===== config.mk =====
export PLATFORM = sky130hd
export DESIGN_NAME = pev_vectoring
export DESIGN_NICKNAME = d
export VERILOG_FILES = /design/src/pev_pkg.sv /design/src/pev_vectoring.sv
export SDC_FILE = /design/constraint.sdc
export NUM_CORES = 1
export LEC_CHECK = 0
export BUFFER_PORTS_ARGS = -buffer_cell sky130_fd_sc_hd__buf_2
export CAP_MARGIN = 25
export CELL_PAD_IN_SITES_DETAIL_PLACEMENT = 1
export CELL_PAD_IN_SITES_GLOBAL_PLACEMENT = 2
export CORE_MARGIN = 4
export CORE_UTILIZATION = 27
export DETAILED_ROUTE_END_ITERATION = 7
export HOLD_SLACK_MARGIN = 0.1
export PLACE_DENSITY = 0.83
export SYNTH_ARGS = -nofsm -noshare
export SYNTH_HDL_FRONTEND = slang
export SYNTH_SLANG_ARGS = --single-unit
export TNS_END_PERCENT = 5

===== constraint.sdc =====
create_clock -name sys_clk -period 1.98 [get_ports sys_clk]
set_input_delay 0.594 -clock sys_clk [delete_from_list [all_inputs] [get_ports sys_clk]]
set_output_delay 0.594 -clock sys_clk [all_outputs]
set_load 0.01 [all_outputs]

===== src/pev_pkg.sv =====
// package: constants and types for privilege and exception vectoring
package pev_pkg;
  // space codes on the three space-code outputs (high to low)
  localparam logic [2:0] SPC_USER_DATA  = 3'h1;
  localparam logic [2:0] SPC_USER_PROG  = 3'h2;
  localparam logic [2:0] SPC_SUPV_DATA  = 3'h5;
  localparam logic [2:0] SPC_SUPV_PROG  = 3'h6;
  localparam logic [2:0] SPC_PROC_SPACE = 3'h7;
  // status word field positions and reset value
  localparam int          SW_SUPV_BIT  = 13;
  localparam int          SW_TRACE_BIT = 15;
  localparam logic [15:0] SW_RESET     = 16'h2700;
  // fixed vector numbers
  localparam logic [7:0] VEC_RESET_SSP  = 8'h00;
  localparam logic [7:0] VEC_RESET_PC   = 8'h01;
  localparam logic [7:0] VEC_BUS_ERR    = 8'h02;
  localparam logic [7:0] VEC_ADDR_ERR   = 8'h03;
  localparam logic [7:0] VEC_ILLEGAL    = 8'h04;
  localparam logic [7:0] VEC_ZERO_DIV   = 8'h05;
  localparam logic [7:0] VEC_BOUNDS     = 8'h06;
  localparam logic [7:0] VEC_OVF_TRAP   = 8'h07;
  localparam logic [7:0] VEC_PRIV_VIOL  = 8'h08;
  localparam logic [7:0] VEC_TRACE      = 8'h09;
  localparam logic [7:0] VEC_LINE_A     = 8'h0a;
  localparam logic [7:0] VEC_LINE_F     = 8'h0b;
  localparam logic [7:0] VEC_FORMAT_ERR = 8'h0e;
  localparam logic [7:0] VEC_UNINIT_IRQ = 8'h0f;
  localparam logic [7:0] VEC_SPURIOUS   = 8'h18;
  localparam logic [7:0] VEC_AUTO_BASE  = 8'h18;
  localparam logic [7:0] VEC_TRAP_BASE  = 8'h20;
  localparam logic [7:0] VEC_USER_FIRST = 8'h40;
  // bus widths
  localparam int ADDR_W_WIDE   = 24;
  localparam int ADDR_W_NARROW = 22; // narrow bus keeps low 22 or 20 bits
  // exception causes
  typedef enum logic [3:0] {
    CAUSE_RESET, CAUSE_BUS_ERR, CAUSE_ADDR_ERR, CAUSE_ILLEGAL,
    CAUSE_ZERO_DIV, CAUSE_BOUNDS, CAUSE_OVF_TRAP, CAUSE_PRIV_VIOL,
    CAUSE_TRACE, CAUSE_LINE_A, CAUSE_LINE_F, CAUSE_FORMAT_ERR,
    CAUSE_IRQ, CAUSE_TRAP
  } pev_cause_t;
  // status-word write operations
  typedef enum logic [1:0] {
    SWOP_MOVE, SWOP_AND, SWOP_XOR, SWOP_RETURN
  } pev_swop_t;
endpackage


===== src/pev_vectoring.sv =====
// module: privilege mode, space codes and exception vector generation
//
// Contract
// [RL1] user mode rises only via exception entry
// [RL2] entry saves supervisor flag then sets it
// [RL3] four instructions may drop to user mode; the return write is refused unless hasBase is set
// [RL4] return pops status and pc, resumes
// [RL5] status writes fetch operands as supervisor
// [RL6] space codes encode user/supervisor data/program
// [RL7] codes 000, 011, 100 never driven
// [RL8] acknowledge cycles use processor space code
// [RL9] entry runs four ordered steps
// [RL10] vectors supervisor data; reset supervisor program
// [RL11] vector number eight bits, scaled by four
// [RL12] acknowledge vector from low data lanes
// [RL13] offset is number shifted left, zero filled
// [RL14] address adds vector base, reset to zero
// [RL15] address truncated to bus width
// [RL16] table spans bytes 0 to 1023
// [RL17] autovector levels 1..7 use 25..31
// [RL18] acknowledge bus error gives vector 24
// [RL19] trap n uses vector 32 plus n
// [RL20] user interrupt vectors 64 to 255
// [RL21] peripherals avoid reserved vector numbers
// [RL22] internal and external causes raise exceptions
// [RL23] fixed vector numbers per cause
// [RL24] supervisor flag set means supervisor references
`timescale 1ns/100ps
`default_nettype none
module pev_vectoring
  (
  input  wire logic              sys_clk,      // 10 MHz core clock
  input  wire logic              nrst,         // sync reset, active low
  input  wire logic              clkEn,        // freezes all state when low
  input  wire logic              excReq,       // exception request pulse
  input  wire pev_pkg::pev_cause_t excCause,   // cause of the request
  input  wire logic [2:0]        irqLevel,     // interrupt level 1..7
  input  wire logic              irqAuto,      // use autovector
  input  wire logic [3:0]        trapNum,      // trap operand n
  input  wire logic              ackDone,      // acknowledge cycle ended
  input  wire logic              ackBusErr,    // bus error on acknowledge
  input  wire logic [15:0]       ackData,      // data bus during ack
  input  wire logic              saveDone,     // context stacked
  input  wire logic              fetchDone,    // vector fetched
  input  wire logic              swWrite,      // status-word write request
  input  wire pev_pkg::pev_swop_t swOp,        // write operation kind
  input  wire logic [15:0]       swOperand,    // operand or popped value
  input  wire logic              baseWrite,    // control_register_move
  input  wire logic [31:0]       baseValue,    // new vector_base value
  input  wire logic              refProgram,   // current ref is a fetch
  input  wire logic              refOperand,   // ref is a status operand
  input  wire logic              hasBase,      // base-register variant
  output var  logic [15:0]       statusWord,   // live status_word
  output var  logic [15:0]       savedStatus,  // copy taken on entry
  output var  logic              spaceCodeHigh,// space_code_high
  output var  logic              spaceCodeMid, // space_code_mid
  output var  logic              spaceCodeLow, // space_code_low
  output var  logic [7:0]        vecNum,       // vector number
  output var  logic [pev_pkg::ADDR_W_WIDE-1:0] vecAddr, // truncated addr
  output var  logic              ackCycle,     // acknowledge cycle active
  output var  logic              saveStep,     // context save step
  output var  logic              fetchStep,    // vector fetch step
  output var  logic              swRefused     // status write refused
  );

  // entry sequencer states
  typedef enum logic [2:0] {
    ST_IDLE, ST_VECTOR, ST_ACK, ST_SAVE, ST_FETCH
  } pev_state_t;

  pev_state_t  state_q, state_d;     // sequencer state
  logic [15:0] sw_q, sw_d;           // status_word
  logic [15:0] swSave_q, swSave_d;   // copy of status word
  logic [31:0] base_q, base_d;       // vector_base
  logic [7:0]  vec_q, vec_d;         // vector number
  logic        isReset_q, isReset_d; // reset entry in flight
  logic [2:0]  spc_q;                // registered space code
  logic [pev_pkg::ADDR_W_WIDE-1:0] addr_q; // registered address
  logic        refused_q;            // refused write flag

  // fixed vector number for an internally numbered cause
  function automatic logic [7:0] fixedVec(input pev_pkg::pev_cause_t c,
                                          input logic [3:0] n);
    logic [7:0] v;
    v = pev_pkg::VEC_UNINIT_IRQ;
    case (c)
      pev_pkg::CAUSE_RESET:      v = pev_pkg::VEC_RESET_SSP;  // RL23
      pev_pkg::CAUSE_BUS_ERR:    v = pev_pkg::VEC_BUS_ERR;    // RL23
      pev_pkg::CAUSE_ADDR_ERR:   v = pev_pkg::VEC_ADDR_ERR;
      pev_pkg::CAUSE_ILLEGAL:    v = pev_pkg::VEC_ILLEGAL;    // RL22
      pev_pkg::CAUSE_ZERO_DIV:   v = pev_pkg::VEC_ZERO_DIV;
      pev_pkg::CAUSE_BOUNDS:     v = pev_pkg::VEC_BOUNDS;
      pev_pkg::CAUSE_OVF_TRAP:   v = pev_pkg::VEC_OVF_TRAP;
      pev_pkg::CAUSE_PRIV_VIOL:  v = pev_pkg::VEC_PRIV_VIOL;
      pev_pkg::CAUSE_TRACE:      v = pev_pkg::VEC_TRACE;
      pev_pkg::CAUSE_LINE_A:     v = pev_pkg::VEC_LINE_A;
      pev_pkg::CAUSE_LINE_F:     v = pev_pkg::VEC_LINE_F;
      pev_pkg::CAUSE_FORMAT_ERR: v = pev_pkg::VEC_FORMAT_ERR;
      pev_pkg::CAUSE_TRAP:       v = pev_pkg::VEC_TRAP_BASE + {4'h0, n}; // RL19
      default:                   v = pev_pkg::VEC_UNINIT_IRQ;
    endcase
    return v;
  endfunction

  // decode of current mode and request qualifiers
  wire        supvMode   = sw_q[pev_pkg::SW_SUPV_BIT];          // RL24
  wire        idle       = (state_q == ST_IDLE);
  wire        startEntry = clkEn && idle && excReq;
  wire        isIrq      = (excCause == pev_pkg::CAUSE_IRQ);
  // user-mode status writes refused; only exception entry lifts mode
  wire        swAllowed  = swWrite && idle && !excReq && supvMode; // RL1 RL3
  wire        baseOk     = baseWrite && idle && !excReq &&
                           supvMode && hasBase;               // RL14

  // new status word for each write kind
  wire [15:0] swAndVal   = sw_q & swOperand;
  wire [15:0] swXorVal   = sw_q ^ swOperand;
  wire        rteOk      = (swOp != pev_pkg::SWOP_RETURN) || hasBase; // RL3
  wire [15:0] swNewVal   = (swOp == pev_pkg::SWOP_AND) ? swAndVal :
                           (swOp == pev_pkg::SWOP_XOR) ? swXorVal :
                           swOperand;                         // RL4 RL5
  // any status write not taken while clock enable is high is reported as refused
  wire        swRefuseNow = swWrite && !(swAllowed && rteOk); // RL1 RL3

  // acknowledge vector: low lanes, autovector or spurious
  wire [7:0]  ackLow     = ackData[7:0];   // low_data_lanes, upper ignored
  wire [7:0]  autoVec    = pev_pkg::VEC_AUTO_BASE + {5'h00, irqLevel}; // RL17
  wire [7:0]  ackVec     = ackBusErr ? pev_pkg::VEC_SPURIOUS :  // RL18
                           irqAuto   ? autoVec :
                           ackLow;                            // RL12 RL20

  // offset, base add and truncation
  wire [31:0] vecOffset  = {22'h000000, vec_q, 2'h0};        // RL11 RL13 RL16
  wire [31:0] vecAbs     = hasBase ? (base_q + vecOffset) : vecOffset; // RL14
  wire [pev_pkg::ADDR_W_WIDE-1:0] vecTrunc =
                           vecAbs[pev_pkg::ADDR_W_WIDE-1:0];   // RL15

  // space code for the current reference
  wire [2:0]  spcNext    =
    (state_q == ST_ACK)               ? pev_pkg::SPC_PROC_SPACE :   // RL8
    (state_q == ST_FETCH && isReset_q) ? pev_pkg::SPC_SUPV_PROG :   // RL10
    (state_q == ST_FETCH || state_q == ST_SAVE) ? pev_pkg::SPC_SUPV_DATA :
    (refOperand || supvMode) ?                                     // RL5
      (refProgram ? pev_pkg::SPC_SUPV_PROG : pev_pkg::SPC_SUPV_DATA) :
      (refProgram ? pev_pkg::SPC_USER_PROG : pev_pkg::SPC_USER_DATA); // RL6 RL7

  // sequencer and register next-state logic
  always_comb
  begin
    state_d   = state_q;
    sw_d      = sw_q;
    swSave_d  = swSave_q;
    base_d    = base_q;
    vec_d     = vec_q;
    isReset_d = isReset_q;
    case (state_q)
      ST_IDLE:
      begin
        if (excReq)
        begin
          // step one: copy status, enter supervisor, stop tracing
          swSave_d = sw_q;                                    // RL2 RL9
          sw_d     = sw_q;
          sw_d[pev_pkg::SW_SUPV_BIT]  = 1'b1;                 // RL2 RL1
          sw_d[pev_pkg::SW_TRACE_BIT] = 1'b0;
          isReset_d = (excCause == pev_pkg::CAUSE_RESET);
          state_d   = isIrq ? ST_ACK : ST_VECTOR;             // RL9 RL22
          vec_d     = fixedVec(excCause, trapNum);
        end
        else if (swAllowed && rteOk)
          sw_d = swNewVal;                                    // RL3 RL4 RL5
        if (baseOk)
          base_d = baseValue;                                 // RL14
      end
      ST_VECTOR:
        state_d = isReset_q ? ST_FETCH : ST_SAVE;             // RL9
      ST_ACK:
      begin
        if (ackDone)
        begin
          vec_d   = ackVec;                                   // RL12 RL18
          state_d = ST_SAVE;
        end
      end
      ST_SAVE:
        if (saveDone)
          state_d = ST_FETCH;                                 // RL9
      ST_FETCH:
        if (fetchDone)
          state_d = ST_IDLE;                                  // RL9
      default:
        state_d = ST_IDLE;
    endcase
  end

  // state registers, frozen while clock enable is low
  always_ff @(posedge sys_clk)
  begin
    if (!nrst)
    begin
      state_q   <= ST_IDLE;
      sw_q      <= pev_pkg::SW_RESET;
      swSave_q  <= pev_pkg::SW_RESET;
      base_q    <= 32'h00000000;
      vec_q     <= 8'h00;
      isReset_q <= 1'b0;
    end
    else if (clkEn)
    begin
      state_q   <= state_d;
      sw_q      <= sw_d;
      swSave_q  <= swSave_d;
      base_q    <= base_d;
      vec_q     <= vec_d;
      isReset_q <= isReset_d;
    end
  end

  // registered outputs
  always_ff @(posedge sys_clk)
  begin
    if (!nrst)
    begin
      spc_q     <= pev_pkg::SPC_SUPV_PROG;
      addr_q    <= '0;
      refused_q <= 1'b0;
    end
    else if (clkEn)
    begin
      spc_q     <= spcNext;                                   // RL6
      addr_q    <= vecTrunc;                                  // RL15
      refused_q <= swRefuseNow;                               // RL1
    end
  end

  // output registers, loaded from next-state values on the same edge as the state registers
  always_ff @(posedge sys_clk)
  begin
    if (!nrst)
    begin
      statusWord  <= pev_pkg::SW_RESET;
      savedStatus <= pev_pkg::SW_RESET;
      vecNum      <= 8'h00;
      ackCycle    <= 1'b0;
      saveStep    <= 1'b0;
      fetchStep   <= 1'b0;
    end
    else if (clkEn)
    begin
      statusWord  <= sw_d;
      savedStatus <= swSave_d;
      vecNum      <= vec_d;
      ackCycle    <= (state_d == ST_ACK);
      saveStep    <= (state_d == ST_SAVE);
      fetchStep   <= (state_d == ST_FETCH);
    end
  end

  assign spaceCodeHigh = spc_q[2];
  assign spaceCodeMid  = spc_q[1];
  assign spaceCodeLow  = spc_q[0];
  assign vecAddr       = addr_q;
  assign swRefused     = refused_q;

  // checks on observable behaviour
  a_user_no_raise: assert property ( // RL1
    @(posedge sys_clk) disable iff (!nrst)
    clkEn && !supvMode && !startEntry |=> !supvMode)
    else $error("privilege rose without exception entry");
  a_user_refused: assert property ( // RL1
    @(posedge sys_clk) disable iff (!nrst)
    clkEn && swWrite && idle && !excReq && !supvMode
      |=> swRefused && $stable(sw_q))
    else $error("user status write not refused");
  a_entry_sets_supv: assert property ( // RL2
    @(posedge sys_clk) disable iff (!nrst)
    startEntry |=> supvMode && swSave_q == $past(sw_q))
    else $error("entry did not save and set supervisor flag");
  a_entry_trace: assert property ( // RL9
    @(posedge sys_clk) disable iff (!nrst)
    startEntry |=> !sw_q[pev_pkg::SW_TRACE_BIT])
    else $error("tracing left on after entry");
  a_return_gate: assert property ( // RL3
    @(posedge sys_clk) disable iff (!nrst)
    clkEn && swWrite && swOp == pev_pkg::SWOP_RETURN && !hasBase
      |=> swRefused)
    else $error("return accepted without vector base");
  a_move_value: assert property ( // RL5
    @(posedge sys_clk) disable iff (!nrst)
    clkEn && swAllowed && swOp == pev_pkg::SWOP_MOVE
      |=> sw_q == $past(swOperand))
    else $error("status move not loaded");
  a_operand_supv: assert property ( // RL5
    @(posedge sys_clk) disable iff (!nrst)
    clkEn && idle && refOperand |=> spaceCodeHigh)
    else $error("status operand not a supervisor reference");
  a_space_legal: assert property ( // RL7
    @(posedge sys_clk) disable iff (!nrst)
    spc_q != 3'h0 && spc_q != 3'h3 && spc_q != 3'h4)
    else $error("reserved space code driven");
  a_ack_space: assert property ( // RL8
    @(posedge sys_clk) disable iff (!nrst)
    clkEn && state_q == ST_ACK |=> spc_q == pev_pkg::SPC_PROC_SPACE)
    else $error("acknowledge not in processor space");
  a_reset_prog: assert property ( // RL10
    @(posedge sys_clk) disable iff (!nrst)
    clkEn && state_q == ST_FETCH && isReset_q
      |=> spc_q == pev_pkg::SPC_SUPV_PROG)
    else $error("reset vector not in supervisor program");
  a_fetch_space: assert property ( // RL10
    @(posedge sys_clk) disable iff (!nrst)
    clkEn && state_q == ST_FETCH && !isReset_q
      |=> spc_q == pev_pkg::SPC_SUPV_DATA)
    else $error("vector fetch not in supervisor data");
  a_ack_lanes: assert property ( // RL12
    @(posedge sys_clk) disable iff (!nrst)
    clkEn && state_q == ST_ACK && ackDone && !ackBusErr && !irqAuto
      |=> vec_q == $past(ackLow))
    else $error("supplied vector not taken from low lanes");
  a_offset_form: assert property ( // RL13
    @(posedge sys_clk) disable iff (!nrst)
    clkEn && !hasBase |=> addr_q == {14'h0000, $past(vec_q), 2'h0})
    else $error("vector offset wrong");
  a_base_reset: assert property ( // RL14
    @(posedge sys_clk)
    !nrst |=> base_q == 32'h00000000)
    else $error("vector base not cleared on reset");
  a_auto_vec: assert property ( // RL17
    @(posedge sys_clk) disable iff (!nrst)
    clkEn && state_q == ST_ACK && ackDone && !ackBusErr && irqAuto
      |=> vec_q == 8'h18 + {5'h00, $past(irqLevel)})
    else $error("autovector number wrong");
  a_spurious_vec: assert property ( // RL18
    @(posedge sys_clk) disable iff (!nrst)
    clkEn && state_q == ST_ACK && ackDone && ackBusErr
      |=> vec_q == 8'h18)
    else $error("spurious vector not taken");
  a_trap_vec: assert property ( // RL19
    @(posedge sys_clk) disable iff (!nrst)
    startEntry && excCause == pev_pkg::CAUSE_TRAP
      |=> vec_q == 8'h20 + {4'h0, $past(trapNum)})
    else $error("trap vector number wrong");
  c_irq_entry: cover property (@(posedge sys_clk) disable iff (!nrst)
    state_q == ST_ACK ##1 state_q == ST_SAVE);
  c_reset_entry: cover property (@(posedge sys_clk) disable iff (!nrst)
    isReset_q && state_q == ST_FETCH);
  c_drop_user: cover property (@(posedge sys_clk) disable iff (!nrst)
    sw_q[pev_pkg::SW_SUPV_BIT] ##1 !sw_q[pev_pkg::SW_SUPV_BIT]);
  c_spurious: cover property (@(posedge sys_clk) disable iff (!nrst)
    state_q == ST_ACK && ackDone && ackBusErr);
  c_base_fetch: cover property (@(posedge sys_clk) disable iff (!nrst)
    hasBase && state_q == ST_FETCH && base_q != 32'h00000000);
endmodule
`default_nettype wire


==> metrics.md <==
| Metric | Value |
|---|---|
| Met1 usage | `0.2051` |
| Distinct cells, synth | `57` |
| Ports | `162` |
| GRT Max-Usage Layer | `met2` |
| Share of cells above drive strength 1 | `0.3094` |
| Initial antenna violation count | `0` |
| Clock Skew | `0.008987 ns` |
| Detail Route Antenna Nets | `0` |
| CP endpoint kind | `flip-flop` |
| Main synth FF type | `dfxtp_1` |
| # hold bufs at CTS | `0` |
| Leakage | `2.962 nW` |
| GR Overflow Total | `0` |
| Vias | `5134` |
| Yosys top cell by area | `dfxtp_1` |
| Failing checks | `negative setup slack` |
| Critical path class | `reg2reg` |
| CTS root buf | `clkbuf_16` |
| Multi-input gate area | `3341 µm²` |
| First-pass GRT wire length | `27.82 mm` |
| CTS tree | `built` |
| Chip height | `149.5 µm` |
| CTS Buffer Depth | `2` |
| EDFF count, synth | `0` |
| NumNets Final | `919` |
| Max-slew violations | `0` |
| Synth-to-Final Area Change | `33.14%` |
| Number of buffers added for setup after CTS | `0` |
| Fmax | `504.0 MHz` |
| Hold Crit Class | `reg2reg` |
| Final core utilization | `0.3672` |
| Pwr/cell area | `652.9 nW/µm²` |
| DP Worst Slack | `0.005554 ns` |
| Drt drc | `0` |
| CP max stage cell | `or4_1` |
| Layout fillers | `2390` |
| Critical path launch point type | `flip-flop` |
| Met3 Use GR | `0.02756` |
| Min cycle time layout | `1.984 ns` |
| Starting density of the core | `0.2758` |
| Total Neg Setup Slack | `-0.004124 ns` |
| Drt pass-1 iters | `4` |
| Share of the synthesized area in the top cell type | `0.3668` |
| IO buf count | `145` |
| WP data required | `2.28 ns` |
| Synth Cell Area | `5403 µm²` |
| Critical Path Max Stage Delay | `0.46 ns` |
| Worst VDD drop | `396.5 µV` |
| Yosys warnings | `0` |
| Number of max-cap violations | `0` |
| Clock-pin slew on the worst setup and hold paths | `0.07 ns` |
| Async SR Flop Fraction | `0` |
| WL final | `17.17 mm` |
| DR WL/cell | `15.99 µm` |
| Critical path fanouts, max | `8` |
| Worst-Skew Late Latency | `0.35 ns` |
| Dpl hpwl | `13.40 mm` |
| Total power | `4.696 mW` |
| Status | `complete, but fails checks` |
| RSZ-0062 raised after global routing | `yes` |
| Vias per inst | `4.780` |
| Crit path arrival time | `2.28 ns` |
| 1st-iter DRT viols | `174` |
| Seq/Total Area, Yosys | `0.3668` |
| Die span in x | `149.5 µm` |
| Final period util | `1.002` |
| Routing usage on met2 | `0.2600` |
| Syn_area_per_cell | `8.363 µm²` |
| Seq cells post-synth | `99` |
| Cts bufs inserted | `9` |
| Gpl congestion | `0.8249` |
| Reg area | `2001 µm²` |
| CTS HTree Levels | `3` |
| Crit-path cells | `ha_4 -> o211ai_1 -> or3_4 -> and3_4 -> or4_1 -> nand3_1` |
| Rows | `51` |
| Synth top area cells | `dfxtp_1 37%, nand2_1 8.6%, mux2i_1 7.2%` |
| Syn Inst Count | `646` |
| GRT Total Usage | `0.1548` |
| Vias in the first global route | `5214` |
| Die area | `22340 µm²` |
| Largest net degree at the start of global routing | `47` |
| Synthesized net count | `762` |
| Worst-margin pin slew | `0.5355 ns` |
| Final setup viols | `1` |
| Normalized max-slew margin | `0.6385` |
| Core area | `19590 µm²` |
| Final WS setup | `-0.004124 ns` |
| Fin. Hold Viols | `0` |
| Clock sinks | `99` |
## stage by stage
stage,hold WS (ns),instances,instance area [µm²]
finish,0.4475,1074,7193
global route,0.4784,1073,7191
floorplan,0.4441,646,5542
CTS,0.4555,1073,7167
detailed placement,0.4387,1057,6843
global placement,0.4357,1057,6843
## cells by family after synthesis
kind of cell | after synthesis | share of synthesized area
AOI/OAI and AO/OA | 167 | 0.2158
xor gates and xnor gates | 17 | 0.02756
adders and majority gates | 25 | 0.05929
buffers and inverters | 56 | 0.04238
DFF | 99 | 0.3668
muxes | 39 | 0.07225
and+or+nand+nor | 243 | 0.2158
## synth_stat cells, types with 16 or more instances
cell type / count
mux2i_1: 39
nand2_1: 124
o21ai_0: 22
clkbuf_1: 37
a21oi_1: 28
nor2b_1: 34
a211oi_1: 19
nor2_1: 17
xnor2_1: 16
a21boi_0: 44
dfxtp_1: 99
nand3_1: 23
ha_1: 24
## final cells by class
cell class | count | area share
antenna | 1 | 0.0003479
clock buffer | 10 | 0.03479
clock inverter | 6 | 0.009567
inverter | 8 | 0.004175
multi-input combinational | 491 | 0.4644
sequential | 99 | 0.2781
tap | 265 | 0.04609
timing repair buffer | 194 | 0.1625
## final timing paths
kind               start  slack [ns]          end  depth (start not counted)
min reg2reg  vecAddr[20]        0.45  vecAddr[20]                          2
max reg2reg    vecNum[2]      -0.004  vecAddr[15]                          6
min          vecAddr[20]        0.45  vecAddr[20]                          2
max            vecNum[2]      -0.004  vecAddr[15]                          6
## power breakdown
group,switching [mW],internal (mW)
combinational,0.376,0.324
sequential,0.0497,2.05
clock,0.833,1.07
## repair_timing
item / CTS / global route
endpoints found under the setup margin: 7 / 13
resized for setup: 1 / 10
pin swaps: 3 / 2
## cell usage in the layout, fill, tap and decap left out, types with 4 or more instances in the layout
| cell type | Yosys | final |
|---|---|---|
| nor2b_1 | 34 | 34 |
| o21ai_1 | 2 | 7 |
| o211a_1 | 4 | 4 |
| buf_2 | 6 | 145 |
| clkbuf_16 | 0 | 10 |
| inv_1 | 8 | 8 |
| a211oi_1 | 19 | 15 |
| nor4_1 | 4 | 4 |
| o211ai_1 | 6 | 6 |
| dfxtp_2 | 0 | 9 |
| nand2b_1 | 10 | 10 |
| ha_1 | 24 | 17 |
| xnor2_1 | 16 | 16 |
| buf_4 | 1 | 43 |
| a31oi_1 | 7 | 7 |
| mux2i_1 | 39 | 39 |
| buf_12 | 0 | 6 |
| nor2_1 | 17 | 17 |
| a21o_1 | 4 | 4 |
| a211oi_2 | 1 | 5 |
| a21boi_0 | 44 | 44 |
| ha_4 | 0 | 7 |
| o21ai_0 | 22 | 17 |
| nand3b_1 | 5 | 5 |
| nand2_1 | 124 | 124 |
| nand3_1 | 23 | 23 |
| dfxtp_1 | 99 | 88 |
| o22ai_1 | 4 | 4 |
| a21oi_1 | 28 | 27 |
## routing by layer
metal	wire (µm)	part of all wire	up-vias
li1	-	-	2600
met1	8098	0.47	2417
met3	781	0.045	19
met5	0	0	-
met4	240	0.014	0
met2	8047	0.47	98
## state kept, by name, summed over array words and instances, names as in the netlist
signal / cells
savedStatus: 16
vecNum: 8
ackCycle: 1
swRefused: 1
statusWord: 16
base_q: 24
vecAddr: 24
fetchStep: 1
state_q: 3
isReset_q: 1
spc_q: 3
saveStep: 1
## worst max-delay path, delay by kind of cell, from the launching register on
family          cells  cell delay (ns)
compound gates      1             0.11
fa+ha+maj           1             0.27
flops               1             0.36
simple gates        4             1.20
(Power assumes the default switching activity.)
